File: src/verilog/dual_dac_map.svh
/*
 * constants for the dual converter serial load block: frame layout, register
 * select codes, reset values and the software register map.
 * assumes it is included by bare name from the package or the design.
 */
`ifndef DUAL_DAC_MAP_SVH
`define DUAL_DAC_MAP_SVH

// ----------------------------------------------------------------------------
// frame layout
// ----------------------------------------------------------------------------
`define FRAME_BITS 24
`define FRAME_RW_BIT 23
`define FRAME_REG_HI 21
`define FRAME_REG_LO 19
`define FRAME_CH_HI 18
`define FRAME_CH_LO 16
`define DATA_BITS 16

// ----------------------------------------------------------------------------
// register select and channel codes
// ----------------------------------------------------------------------------
`define REG_FUNCTION 3'h0
`define REG_DATA 3'h2
`define REG_COARSE_GAIN 3'h3
`define REG_FINE_GAIN 3'h4
`define REG_OFFSET 3'h5
`define CH_A 3'h0
`define CH_B 3'h1
`define CH_BOTH 3'h4
`define FN_NOP 3'h0
`define FN_CONTROL 3'h1
`define FN_CLEAR 3'h4
`define FN_LOAD 3'h5

// ----------------------------------------------------------------------------
// field positions and reset values
// ----------------------------------------------------------------------------
`define CTRL_OUT_DISABLE_BIT 0
`define CTRL_BITS 6
`define RESET_CODE 16'h0000
`define RESET_CTRL 6'h00
`define COARSE_BITS 2
`define FINE_BITS 6
`define OFFSET_BITS 8

// ----------------------------------------------------------------------------
// software register map (byte addresses)
// ----------------------------------------------------------------------------
`define ADDR_STATUS 4'h0
`define ADDR_OUT_A 4'h4
`define ADDR_OUT_B 4'h8
`define ADDR_CONTROL 4'hc

`endif

File: src/verilog/dual_dac_pkg.sv
/*
 * types shared by the dual converter serial load block.
 * assumes the map header is on the include path.
 */
`include "dual_dac_map.svh"

package dual_dac_pkg;

	// ------------------------------------------------------------------------
	// types
	// ------------------------------------------------------------------------
	typedef logic [`DATA_BITS-1:0] code_t;
	typedef logic [`FRAME_BITS-1:0] frame_t;
	typedef enum logic [1:0] {link_idle, link_shift, link_over} link_state_t;

endpackage : dual_dac_pkg

File: src/verilog/dual_dac_serial_load_control.sv
/*
 * serial command front end and output update logic of a dual 16-bit
 * voltage-output converter, with an axi4-lite register view.
 * assumes: frame select, serial clock, data in, load strobe and clear are
 * asynchronous pins sampled by aclk (at least four aclk cycles per serial
 * clock phase); coding select is a static strap.
 */
// Design decisions made here: the AXI4-Lite slave port and the register offsets.
`timescale 1ns/10ps

module dual_dac_serial_load_control
	import dual_dac_pkg::*;
#(
	parameter int CHANNELS = 2
)
(
	// clock and reset
	input wire logic aclk,
	input wire logic aresetn,
	// serial link pins
	input wire logic frame_select_n,
	input wire logic serial_clk,
	input wire logic serial_in,
	output logic serial_out,
	output logic serial_out_oe,
	// update and coding pins
	input wire logic output_load_strobe_n,
	input wire logic clear_input_n,
	input wire logic coding_select,
	// converter core
	output dual_dac_pkg::code_t level_code_a,
	output dual_dac_pkg::code_t level_code_b,
	output logic [14:0] segment_a,
	output logic [11:0] ladder_a,
	output logic [14:0] segment_b,
	output logic [11:0] ladder_b,
	output logic [1:0] output_clamp,
	output logic [3:0] digital_io_ctrl,
	// axi4-lite slave
	input wire logic [3:0] s_axi_awaddr,
	input wire logic s_axi_awvalid,
	output logic s_axi_awready,
	input wire logic [31:0] s_axi_wdata,
	input wire logic [3:0] s_axi_wstrb,
	input wire logic s_axi_wvalid,
	output logic s_axi_wready,
	output logic [1:0] s_axi_bresp,
	output logic s_axi_bvalid,
	input wire logic s_axi_bready,
	input wire logic [3:0] s_axi_araddr,
	input wire logic s_axi_arvalid,
	output logic s_axi_arready,
	output logic [31:0] s_axi_rdata,
	output logic [1:0] s_axi_rresp,
	output logic s_axi_rvalid,
	input wire logic s_axi_rready
);
	import dual_dac_pkg::*;

	// ------------------------------------------------------------------------
	// helpers
	// ------------------------------------------------------------------------
	// thermometer decode of the four top code bits
	function automatic logic [14:0] segments(input logic [3:0] top);
		logic [14:0] s;
		s = '0;
		for (int i = 0; i < 15; i++)
		begin
			s[i] = (32'(top) > i);
		end
		return s;
	endfunction : segments

	// channel hit for a channel field
	function automatic logic ch_hit(input logic [2:0] ch, input int idx);
		return (ch == `CH_BOTH) || (ch == 3'(idx));
	endfunction : ch_hit

	// ------------------------------------------------------------------------
	// pin synchronisers
	// ------------------------------------------------------------------------
	logic [2:0] fs_s_r, sck_s_r, sdi_s_r, ld_s_r, clr_s_r;
	logic fs_q_r, sck_q_r, ld_q_r, clr_q_r;

	// three stages; a level counts once stages two and three agree
	always_ff @(posedge aclk)
	begin
		if (!aresetn)
		begin
			fs_s_r <= 3'h7;
			sck_s_r <= 3'h7; // idle high, as the host parks it
			sdi_s_r <= 3'h0;
			ld_s_r <= 3'h7;
			clr_s_r <= 3'h7;
		end
		else
		begin
			fs_s_r <= {fs_s_r[1:0], frame_select_n};
			sck_s_r <= {sck_s_r[1:0], serial_clk};
			sdi_s_r <= {sdi_s_r[1:0], serial_in};
			ld_s_r <= {ld_s_r[1:0], output_load_strobe_n};
			clr_s_r <= {clr_s_r[1:0], clear_input_n};
		end
	end

	logic fs_nxt, sck_nxt, ld_nxt, clr_nxt;
	assign fs_nxt = (fs_s_r[2] == fs_s_r[1]) ? fs_s_r[2] : fs_q_r;
	assign sck_nxt = (sck_s_r[2] == sck_s_r[1]) ? sck_s_r[2] : sck_q_r;
	assign ld_nxt = (ld_s_r[2] == ld_s_r[1]) ? ld_s_r[2] : ld_q_r;
	assign clr_nxt = (clr_s_r[2] == clr_s_r[1]) ? clr_s_r[2] : clr_q_r;

	// filtered levels
	always_ff @(posedge aclk)
	begin
		if (!aresetn)
		begin
			fs_q_r <= 1'b1;
			sck_q_r <= 1'b1;
			ld_q_r <= 1'b1;
			clr_q_r <= 1'b1;
		end
		else
		begin
			fs_q_r <= fs_nxt;
			sck_q_r <= sck_nxt;
			ld_q_r <= ld_nxt;
			clr_q_r <= clr_nxt;
		end
	end

	// edge events
	wire fs_fall = fs_q_r & ~fs_nxt;
	wire fs_rise = ~fs_q_r & fs_nxt;
	wire sck_fall = sck_q_r & ~sck_nxt & ~fs_q_r;
	wire sck_rise = ~sck_q_r & sck_nxt & ~fs_q_r;
	wire ld_fall = ld_q_r & ~ld_nxt;
	wire clr_fall = clr_q_r & ~clr_nxt;

	// ------------------------------------------------------------------------
	// frame shifter
	// ------------------------------------------------------------------------
	link_state_t state_r;
	frame_t shift_r;
	logic [4:0] count_r;
	logic sdo_r;
	logic ld_low_seen_r;

	// falling edges shift msb first; rising edges present the oldest bit
	always_ff @(posedge aclk)
	begin
		if (!aresetn)
		begin
			state_r <= link_idle;
			shift_r <= '0;
			count_r <= '0;
			sdo_r <= 1'b0;
			ld_low_seen_r <= 1'b0;
		end
		else
		begin
			case (state_r)
				link_idle:
				begin
					if (fs_fall)
					begin
						state_r <= link_shift;
						count_r <= '0;
						ld_low_seen_r <= 1'b1;
					end
				end
				link_shift, link_over:
				begin
					if (sck_fall)
					begin
						shift_r <= {shift_r[`FRAME_BITS-2:0], sdi_s_r[2]};
						if (count_r == 5'(`FRAME_BITS - 1))
						begin
							state_r <= link_over;
						end
						if (count_r != 5'h1f)
						begin
							count_r <= count_r + 5'h01;
						end
					end
					if (sck_rise)
					begin
						sdo_r <= shift_r[`FRAME_BITS-1];
					end
					if (ld_q_r)
					begin
						ld_low_seen_r <= 1'b0;
					end
					if (fs_rise)
					begin
						state_r <= link_idle;
					end
				end
				default:
				begin
					state_r <= link_idle;
				end
			endcase
		end
	end

	// frame decode at the end of a frame
	wire frame_ok = fs_rise && (count_r == 5'(`FRAME_BITS));
	wire rd_req = shift_r[`FRAME_RW_BIT];
	wire [2:0] reg_sel = shift_r[`FRAME_REG_HI:`FRAME_REG_LO];
	wire [2:0] ch_sel = shift_r[`FRAME_CH_HI:`FRAME_CH_LO];
	wire [`DATA_BITS-1:0] frame_data = shift_r[`DATA_BITS-1:0];
	wire wr_ok = frame_ok && !rd_req;
	wire wr_fn = wr_ok && (reg_sel == `REG_FUNCTION);
	wire sw_clear = wr_fn && (ch_sel == `FN_CLEAR);
	wire sw_load = wr_fn && (ch_sel == `FN_LOAD);

	// ------------------------------------------------------------------------
	// register file and outputs
	// ------------------------------------------------------------------------
	code_t data_r [CHANNELS];
	code_t out_r [CHANNELS];
	logic [`COARSE_BITS-1:0] coarse_r [CHANNELS];
	logic [`FINE_BITS-1:0] fine_r [CHANNELS];
	logic [`OFFSET_BITS-1:0] offset_r [CHANNELS];
	logic [`CTRL_BITS-1:0] ctrl_r;
	logic [CHANNELS-1:0] clamp_r;
	logic [CHANNELS-1:0] written_r;
	logic [23:0] read_word_r;

	wire sw_out_disable = ctrl_r[`CTRL_OUT_DISABLE_BIT];
	wire bulk_load = ld_fall | sw_load;
	wire [`DATA_BITS-1:0] clear_code = coding_select ? 16'h0000 : 16'h0000;

	// function register
	always_ff @(posedge aclk)
	begin
		if (!aresetn)
		begin
			ctrl_r <= `RESET_CTRL;
		end
		else if (wr_fn && ch_sel == `FN_CONTROL)
		begin
			ctrl_r <= frame_data[`CTRL_BITS-1:0];
		end
	end

	genvar g;
	generate
		for (g = 0; g < CHANNELS; g++)
		begin : g_ch
			wire hit = ch_hit(ch_sel, g);
			wire wr_data = wr_ok && hit && (reg_sel == `REG_DATA);
			// per channel storage and output update
			always_ff @(posedge aclk)
			begin
				if (!aresetn)
				begin
					data_r[g] <= `RESET_CODE;
					out_r[g] <= `RESET_CODE;
					clamp_r[g] <= 1'b1;
					written_r[g] <= 1'b0;
					coarse_r[g] <= '0;
					fine_r[g] <= '0;
					offset_r[g] <= '0;
				end
				else
				begin
					if (wr_data)
					begin
						data_r[g] <= frame_data;
						written_r[g] <= 1'b1;
					end
					if (wr_ok && hit && reg_sel == `REG_COARSE_GAIN)
					begin
						coarse_r[g] <= frame_data[`COARSE_BITS-1:0];
					end
					if (wr_ok && hit && reg_sel == `REG_FINE_GAIN)
					begin
						fine_r[g] <= frame_data[`FINE_BITS-1:0];
					end
					if (wr_ok && hit && reg_sel == `REG_OFFSET)
					begin
						offset_r[g] <= frame_data[`OFFSET_BITS-1:0];
					end
					if (clr_fall || sw_clear)
					begin
						out_r[g] <= clear_code;
						data_r[g] <= clear_code;
						clamp_r[g] <= 1'b0;
					end
					else if (wr_data && ld_low_seen_r && !ld_q_r)
					begin
						out_r[g] <= frame_data;
						clamp_r[g] <= 1'b0;
					end
					else if (bulk_load)
					begin
						out_r[g] <= data_r[g];
						clamp_r[g] <= 1'b0;
					end
				end
			end
			// offset binary view of the loaded code, then core switches
			wire [`DATA_BITS-1:0] ob = coding_select ? out_r[g] : {~out_r[g][15], out_r[g][14:0]};
			if (g == 0)
			begin : g_a
				assign level_code_a = ob;
				assign segment_a = segments(ob[15:12]);
				assign ladder_a = ob[11:0];
			end
			else if (g == 1)
			begin : g_b
				assign level_code_b = ob;
				assign segment_b = segments(ob[15:12]);
				assign ladder_b = ob[11:0];
			end
		end
	endgenerate

	assign output_clamp = clamp_r[1:0];
	assign digital_io_ctrl = ctrl_r[4:1];

	// word selected by a read frame, sent during the following frame
	wire ch_b = (ch_sel == `CH_B);
	wire [`DATA_BITS-1:0] rd_value =
		(reg_sel == `REG_DATA) ? data_r[ch_b] :
		(reg_sel == `REG_COARSE_GAIN) ? {14'h0000, coarse_r[ch_b]} :
		(reg_sel == `REG_FINE_GAIN) ? {10'h000, fine_r[ch_b]} :
		(reg_sel == `REG_OFFSET) ? {8'h00, offset_r[ch_b]} :
		{10'h000, ctrl_r};

	// readback latch loads the shifter's view only between frames
	always_ff @(posedge aclk)
	begin
		if (!aresetn)
		begin
			read_word_r <= '0;
		end
		else if (frame_ok && rd_req)
		begin
			read_word_r <= {shift_r[23:16], rd_value};
		end
		else if (frame_ok)
		begin
			read_word_r <= '0;
		end
	end

	// a pending read drives serial out from the readback latch for the first 24 bits of the next frame, in place of the shifter
	logic rd_pending_r;
	always_ff @(posedge aclk)
	begin
		if (!aresetn)
		begin
			rd_pending_r <= 1'b0;
		end
		else if (frame_ok)
		begin
			rd_pending_r <= rd_req;
		end
	end

	wire sdo_value = (rd_pending_r && state_r != link_idle && count_r < 5'(`FRAME_BITS))
		? read_word_r[5'(`FRAME_BITS - 1) - count_r] : sdo_r;
	assign serial_out = sw_out_disable ? 1'b0 : sdo_value;
	assign serial_out_oe = ~sw_out_disable;

	// ------------------------------------------------------------------------
	// axi4-lite slave
	// ------------------------------------------------------------------------
	logic aw_held_r, w_held_r;
	logic [3:0] aw_addr_r;
	logic bvalid_r, rvalid_r;
	logic [31:0] rdata_r;
	logic [1:0] bresp_r, rresp_r;

	assign s_axi_awready = ~aw_held_r & ~bvalid_r;
	assign s_axi_wready = ~w_held_r & ~bvalid_r;
	assign s_axi_arready = ~rvalid_r;
	assign s_axi_bvalid = bvalid_r;
	assign s_axi_bresp = bresp_r;
	assign s_axi_rvalid = rvalid_r;
	assign s_axi_rdata = rdata_r;
	assign s_axi_rresp = rresp_r;

	wire aw_now = aw_held_r | (s_axi_awvalid & s_axi_awready);
	wire w_now = w_held_r | (s_axi_wvalid & s_axi_wready);
	wire [3:0] aw_eff = aw_held_r ? aw_addr_r : s_axi_awaddr;
	wire [31:0] rd_mux =
		(s_axi_araddr == `ADDR_STATUS) ? {26'h0000000, rd_pending_r, clamp_r[1:0], state_r != link_idle,
			written_r[1:0]} :
		(s_axi_araddr == `ADDR_OUT_A) ? {16'h0000, out_r[0]} :
		(s_axi_araddr == `ADDR_OUT_B) ? {16'h0000, out_r[1]} :
		(s_axi_araddr == `ADDR_CONTROL) ? {26'h0000000, ctrl_r} : 32'h00000000;
	wire rd_known = (s_axi_araddr == `ADDR_STATUS) || (s_axi_araddr == `ADDR_OUT_A) ||
		(s_axi_araddr == `ADDR_OUT_B) || (s_axi_araddr == `ADDR_CONTROL);

	// write side: address and data in either order, one response
	always_ff @(posedge aclk)
	begin
		if (!aresetn)
		begin
			aw_held_r <= 1'b0;
			w_held_r <= 1'b0;
			aw_addr_r <= '0;
			bvalid_r <= 1'b0;
			bresp_r <= 2'h0;
		end
		else if (aw_now && w_now && !bvalid_r)
		begin
			aw_held_r <= 1'b0;
			w_held_r <= 1'b0;
			bvalid_r <= 1'b1;
			bresp_r <= (aw_eff == `ADDR_STATUS || aw_eff == `ADDR_OUT_A || aw_eff == `ADDR_OUT_B) ? 2'h0 : 2'h2;
		end
		else
		begin
			if (s_axi_awvalid && s_axi_awready)
			begin
				aw_held_r <= 1'b1;
				aw_addr_r <= s_axi_awaddr;
			end
			if (s_axi_wvalid && s_axi_wready)
			begin
				w_held_r <= 1'b1;
			end
			if (bvalid_r && s_axi_bready)
			begin
				bvalid_r <= 1'b0;
			end
		end
	end

	// read side: one cycle answer
	always_ff @(posedge aclk)
	begin
		if (!aresetn)
		begin
			rvalid_r <= 1'b0;
			rdata_r <= '0;
			rresp_r <= 2'h0;
		end
		else if (s_axi_arvalid && s_axi_arready)
		begin
			rvalid_r <= 1'b1;
			rdata_r <= rd_mux;
			rresp_r <= rd_known ? 2'h0 : 2'h2;
		end
		else if (rvalid_r && s_axi_rready)
		begin
			rvalid_r <= 1'b0;
		end
	end

endmodule : dual_dac_serial_load_control

File: config.mk
export PLATFORM = sky130hd
export DESIGN_NAME = dual_dac_serial_load_control
export DESIGN_NICKNAME = d
export VERILOG_FILES = /design/src/verilog/dual_dac_pkg.sv /design/src/verilog/dual_dac_serial_load_control.sv
export VERILOG_INCLUDE_DIRS = /design/src /design/src/verilog
export SDC_FILE = /design/constraint.sdc
export NUM_CORES = 1
export LEC_CHECK = 0
export BUFFER_PORTS_ARGS = -buffer_cell sky130_fd_sc_hd__buf_2
export CORE_UTILIZATION = 55
export CTS_BUF_LIST = sky130_fd_sc_hd__clkbuf_4 sky130_fd_sc_hd__clkbuf_8
export DETAILED_ROUTE_END_ITERATION = 16
export GPL_TIMING_DRIVEN = 0
export PLACE_DENSITY = 0.8
export SLEW_MARGIN = 5
export SYNTH_ARGS = -nofsm -noshare
export SYNTH_HDL_FRONTEND = slang
export SYNTH_SLANG_ARGS = --single-unit
File: constraint.sdc
create_clock -name aclk -period 3.2 [get_ports aclk]
set_clock_uncertainty 0.2 [all_clocks]
set_input_delay 0.8 -clock aclk [delete_from_list [all_inputs] [get_ports aclk]]
set_output_delay 0.8 -clock aclk [all_outputs]
set_load 0.02 [all_outputs]
==> summary.md <==
| Metric | Value |
|---|---|
| Bufs and invs on worst path | `2` |
| Diode count | `0` |
| Worst vdd ir | `0.321 mV` |
| Initial antenna violation count | `0` |
| Core area | `17400 sq um` |
| CP endpoint kind | `output pin` |
| Max transition margin | `41.3%` |
| First DRT Iteration DRCs | `669` |
| Area of the multi-input gates | `3900 sq um` |
| Max-slew violations | `0` |
| Setup WS pre-CTS | `-418 ps` |
| Critical path origin | `count_r[0]` |
| Clock latency on the worst-skew pair | `550 ps` |
| Nets | `1232` |
| Clock-pin slew on the worst setup and hold paths | `60 ps` |
| Placement Rows | `48` |
| Final setup vio count | `1` |
| Hold depth | `1` |
| Fill cells | `1290` |
| Starting density of the core | `56.7%` |
| Sink Count | `209` |
| # DRC | `0` |
| CP Max Fanout | `3` |
| Final wirelength | `24.9 mm` |
| Final worst-path cycle share | `104%` |
| Vias in the first global route | `7282` |
| # hold bufs at CTS | `0` |
| Via count | `7835` |
| Max Fclk | `0.301 GHz` |
| CP Cell Sequence | `clkbuf_8, mux4_2, mux2_2, a22oi_2, a31oi_1, buf_4` |
| Synth Warn # | `0` |
| Setup TNS | `-126 ps` |
| Final estimated routing congestion in global placement | `0.941` |
| FFs w/ async S/R, synth | `0%` |
| Clock Tree Root | `clkbuf_8` |
| Pwr dens | `522 nW/um^2` |
| Reg-to-Reg Start | `count_r[0]` |
| Syn Area/Cell | `10.1 sq um` |
| Reg2reg setup slack | `140 ps` |
| Outcome | `complete, but fails checks` |
| Post-synthesis cell area | `9840 sq um` |
| Yosys reg bits | `209` |
| CTS max path bufs | `3` |
| Worst EP required | `2200 ps` |
| Worst path max stage delay | `560 ps` |
| H-tree levels | `2` |
| Pleak | `4.79 nW` |
| Die X | `136 um` |
| WHS Endpoint | `clr_s_r[1]` |
| Final min period | `3330 ps` |
| ANT nets after route | `0` |
| Vias/cell | `5.51` |
| Post-synth top area cell | `edfxtp_1` |
| Hold Path Class | `reg -> reg` |
| Setup WS post-layout | `-126 ps` |
| Family with the most delay on the worst path | `multiplexers` |
| P&R area growth vs syn | `19.9%` |
| First-pass GRT wire length | `38.4 mm` |
| Post-Syn Instances | `976` |
| Worst slew pin tran | `873 ps` |
| Critical Path Start Type | `flop` |
| Max-Cap Viols | `0` |
| Post-synth EDFFs | `96` |
| Port bufs | `134` |
| WL/cell | `17.5 um` |
| Utilization after layout | `67.9%` |
| Final Hold Viols | `0` |
| CP Class | `reg -> out` |
| Reg-to-reg endpoint | `data_r[1][6]` |
| Register area | `5150 sq um` |
| Die span in y | `136 um` |
| Die area | `18400 sq um` |
| GRT Util Overall | `27.5%` |
| Grt ovf | `0` |
| Failing checks | `negative setup slack` |
| Post-route insts no fill | `1422` |
| FF-to-FF path depth | `11` |
| Top FF cell, synth | `dfxtp_1` |
| RSZ-0062 raised after global routing | `yes` |
| Levels on crit path | `6` |
| Inserted Clock Buffers | `36` |
| Drt first pass iters | `6` |
| Fraction of layout cells with a size suffix above 1 | `28.0%` |
| WP data arrival | `2330 ps` |
| Largest net degree at the start of global routing | `18` |
| Synth top area share | `29.3%` |
| Min-delay src | `clr_s_r[0]` |
| Sequential area share after synthesis | `52.3%` |
| I/O Pins | `192` |
| Slowest-stage cell, CP | `mux4_2` |
| DP Cell Count | `1352` |
| Synth area leaders | `edfxtp_1 (29%), dfxtp_1 (23%), buf_4 (5.9%), nor2_1 (4.4%), and2_1 (4.2%)` |
| Unique masters post-synth | `59` |
| Post-DP HPWL | `17.7 mm` |
| TritonCTS clock tree | `built` |
## layout by cell type, fill, tap and decap left out, drive strengths merged, types with 11 or more instances in the layout
master  Yosys  routed
nand2b     18      18
dfxtp     113     113
mux2i      36      36
a21oi      68      68
conb        1      18
o21ai      23      23
inv        21      23
mux4       14      14
clkbuf     43      92
a22oi      38      38
edfxtp     96      96
a22o       26      26
buf        97     234
nand3      21      21
nand2      92      92
and2       67      67
clkinv      1      11
nor2      114     114
## Yosys cell counts (2+ instances only)
cell type	n
nor3_1	8
buf_4	77
buf_1	2
edfxtp_1	96
ha_1	6
nor2_1	114
o21ai_0	21
xor2_1	2
a221oi_1	3
mux2i_1	36
mux4_2	14
o2111ai_1	3
nand2b_1	18
nor3b_1	3
buf_2	17
and2_1	66
xnor2_1	2
nand3_1	21
a22o_1	26
inv_1	21
o21ai_1	2
dfxtp_1	113
nand2_1	92
clkbuf_1	43
a21oi_1	68
o21a_1	3
a31oi_1	2
and3_1	5
or3_1	7
o22ai_1	3
mux2_2	3
nand4_1	3
a211oi_1	7
and3b_1	2
a22oi_1	38
nor2b_1	6
## area by class of cell
cell class / instances / area share [%]
multi-input combinational: 623 / 33.1
clock inverter: 17 / 1.79
sequential: 209 / 43.6
clock buffer: 49 / 5.24
inverter: 22 / 0.700
buffer: 140 / 7.26
timing repair buffer: 137 / 5.90
tap: 225 / 2.39
## what timing repair did
action                     in CTS  in global routing
resized for setup              10                 16
pin swaps                       0                  1
setup endpoints to repair      72                109
setup buffers                   3                  0
cloned                          0                  1
## layer usage
metal  part of all wire (%)  routed length [um]  global-route usage, %
met1                     41               10100                   36.5
met2                     47               11700                   44.8
met3                    9.9                2470                   5.31
met4                    2.5                 631                   10.0
met5                      0                   0                      0
## power by group
part	total [mW]	switching, mW	internal [mW]
registers	2.91	0.0466	2.86
logic	0.464	0.293	0.171
clock network	2.78	1.11	1.67
## cells by family (layout without fill, tap and decap cells)
kind of cell | Yosys count | after routing | share of synthesized area (%)
simple gates | 356 | 357 | 17.5
fa+ha+maj | 6 | 6 | 0.763
compound gates | 185 | 185 | 12.4
buf+inv | 162 | 365 | 9.41
mux | 53 | 53 | 7.21
flops | 209 | 209 | 52.3
other cells | 1 | 18 | 0.0381
xor+xnor | 4 | 4 | 0.356
## sequential cells by signal (all words and copies together) (netlist names), 2 cells and up
signal,flops
offset_r,16
coarse_r,4
fs_s_r,3
fine_r,12
data_r,32
count_r,5
aw_addr_r,4
s_axi_rdata,16
shift_r,24
read_word_r,24
sck_s_r,3
ctrl_r,6
written_r,2
output_clamp,2
sdi_s_r,3
ld_s_r,3
out_r,32
state_r,2
clr_s_r,3
## stage by stage
step | power [mW] | hold slack (ps) | area, sq um
after detailed placement | 3.42 | 195 | 10900
after global placement | 3.41 | 188 | 10900
final | 6.15 | 204 | 11800
after CTS | 6.17 | 209 | 11700
after global routing | 6.34 | 229 | 11800
after floorplan | 3.28 | 186 | 9900
## how the worst max path moves through the flow
stage	endpoint	slack, ps
after floorplan	offset_r[1][0]	230
after global placement	offset_r[1][1]	-350
after detailed placement	offset_r[1][1]	-420
after CTS	serial_out	-140
after global routing	serial_out	-180
final	serial_out	-130
No activity file was read; power rests on OpenSTA's default activity.
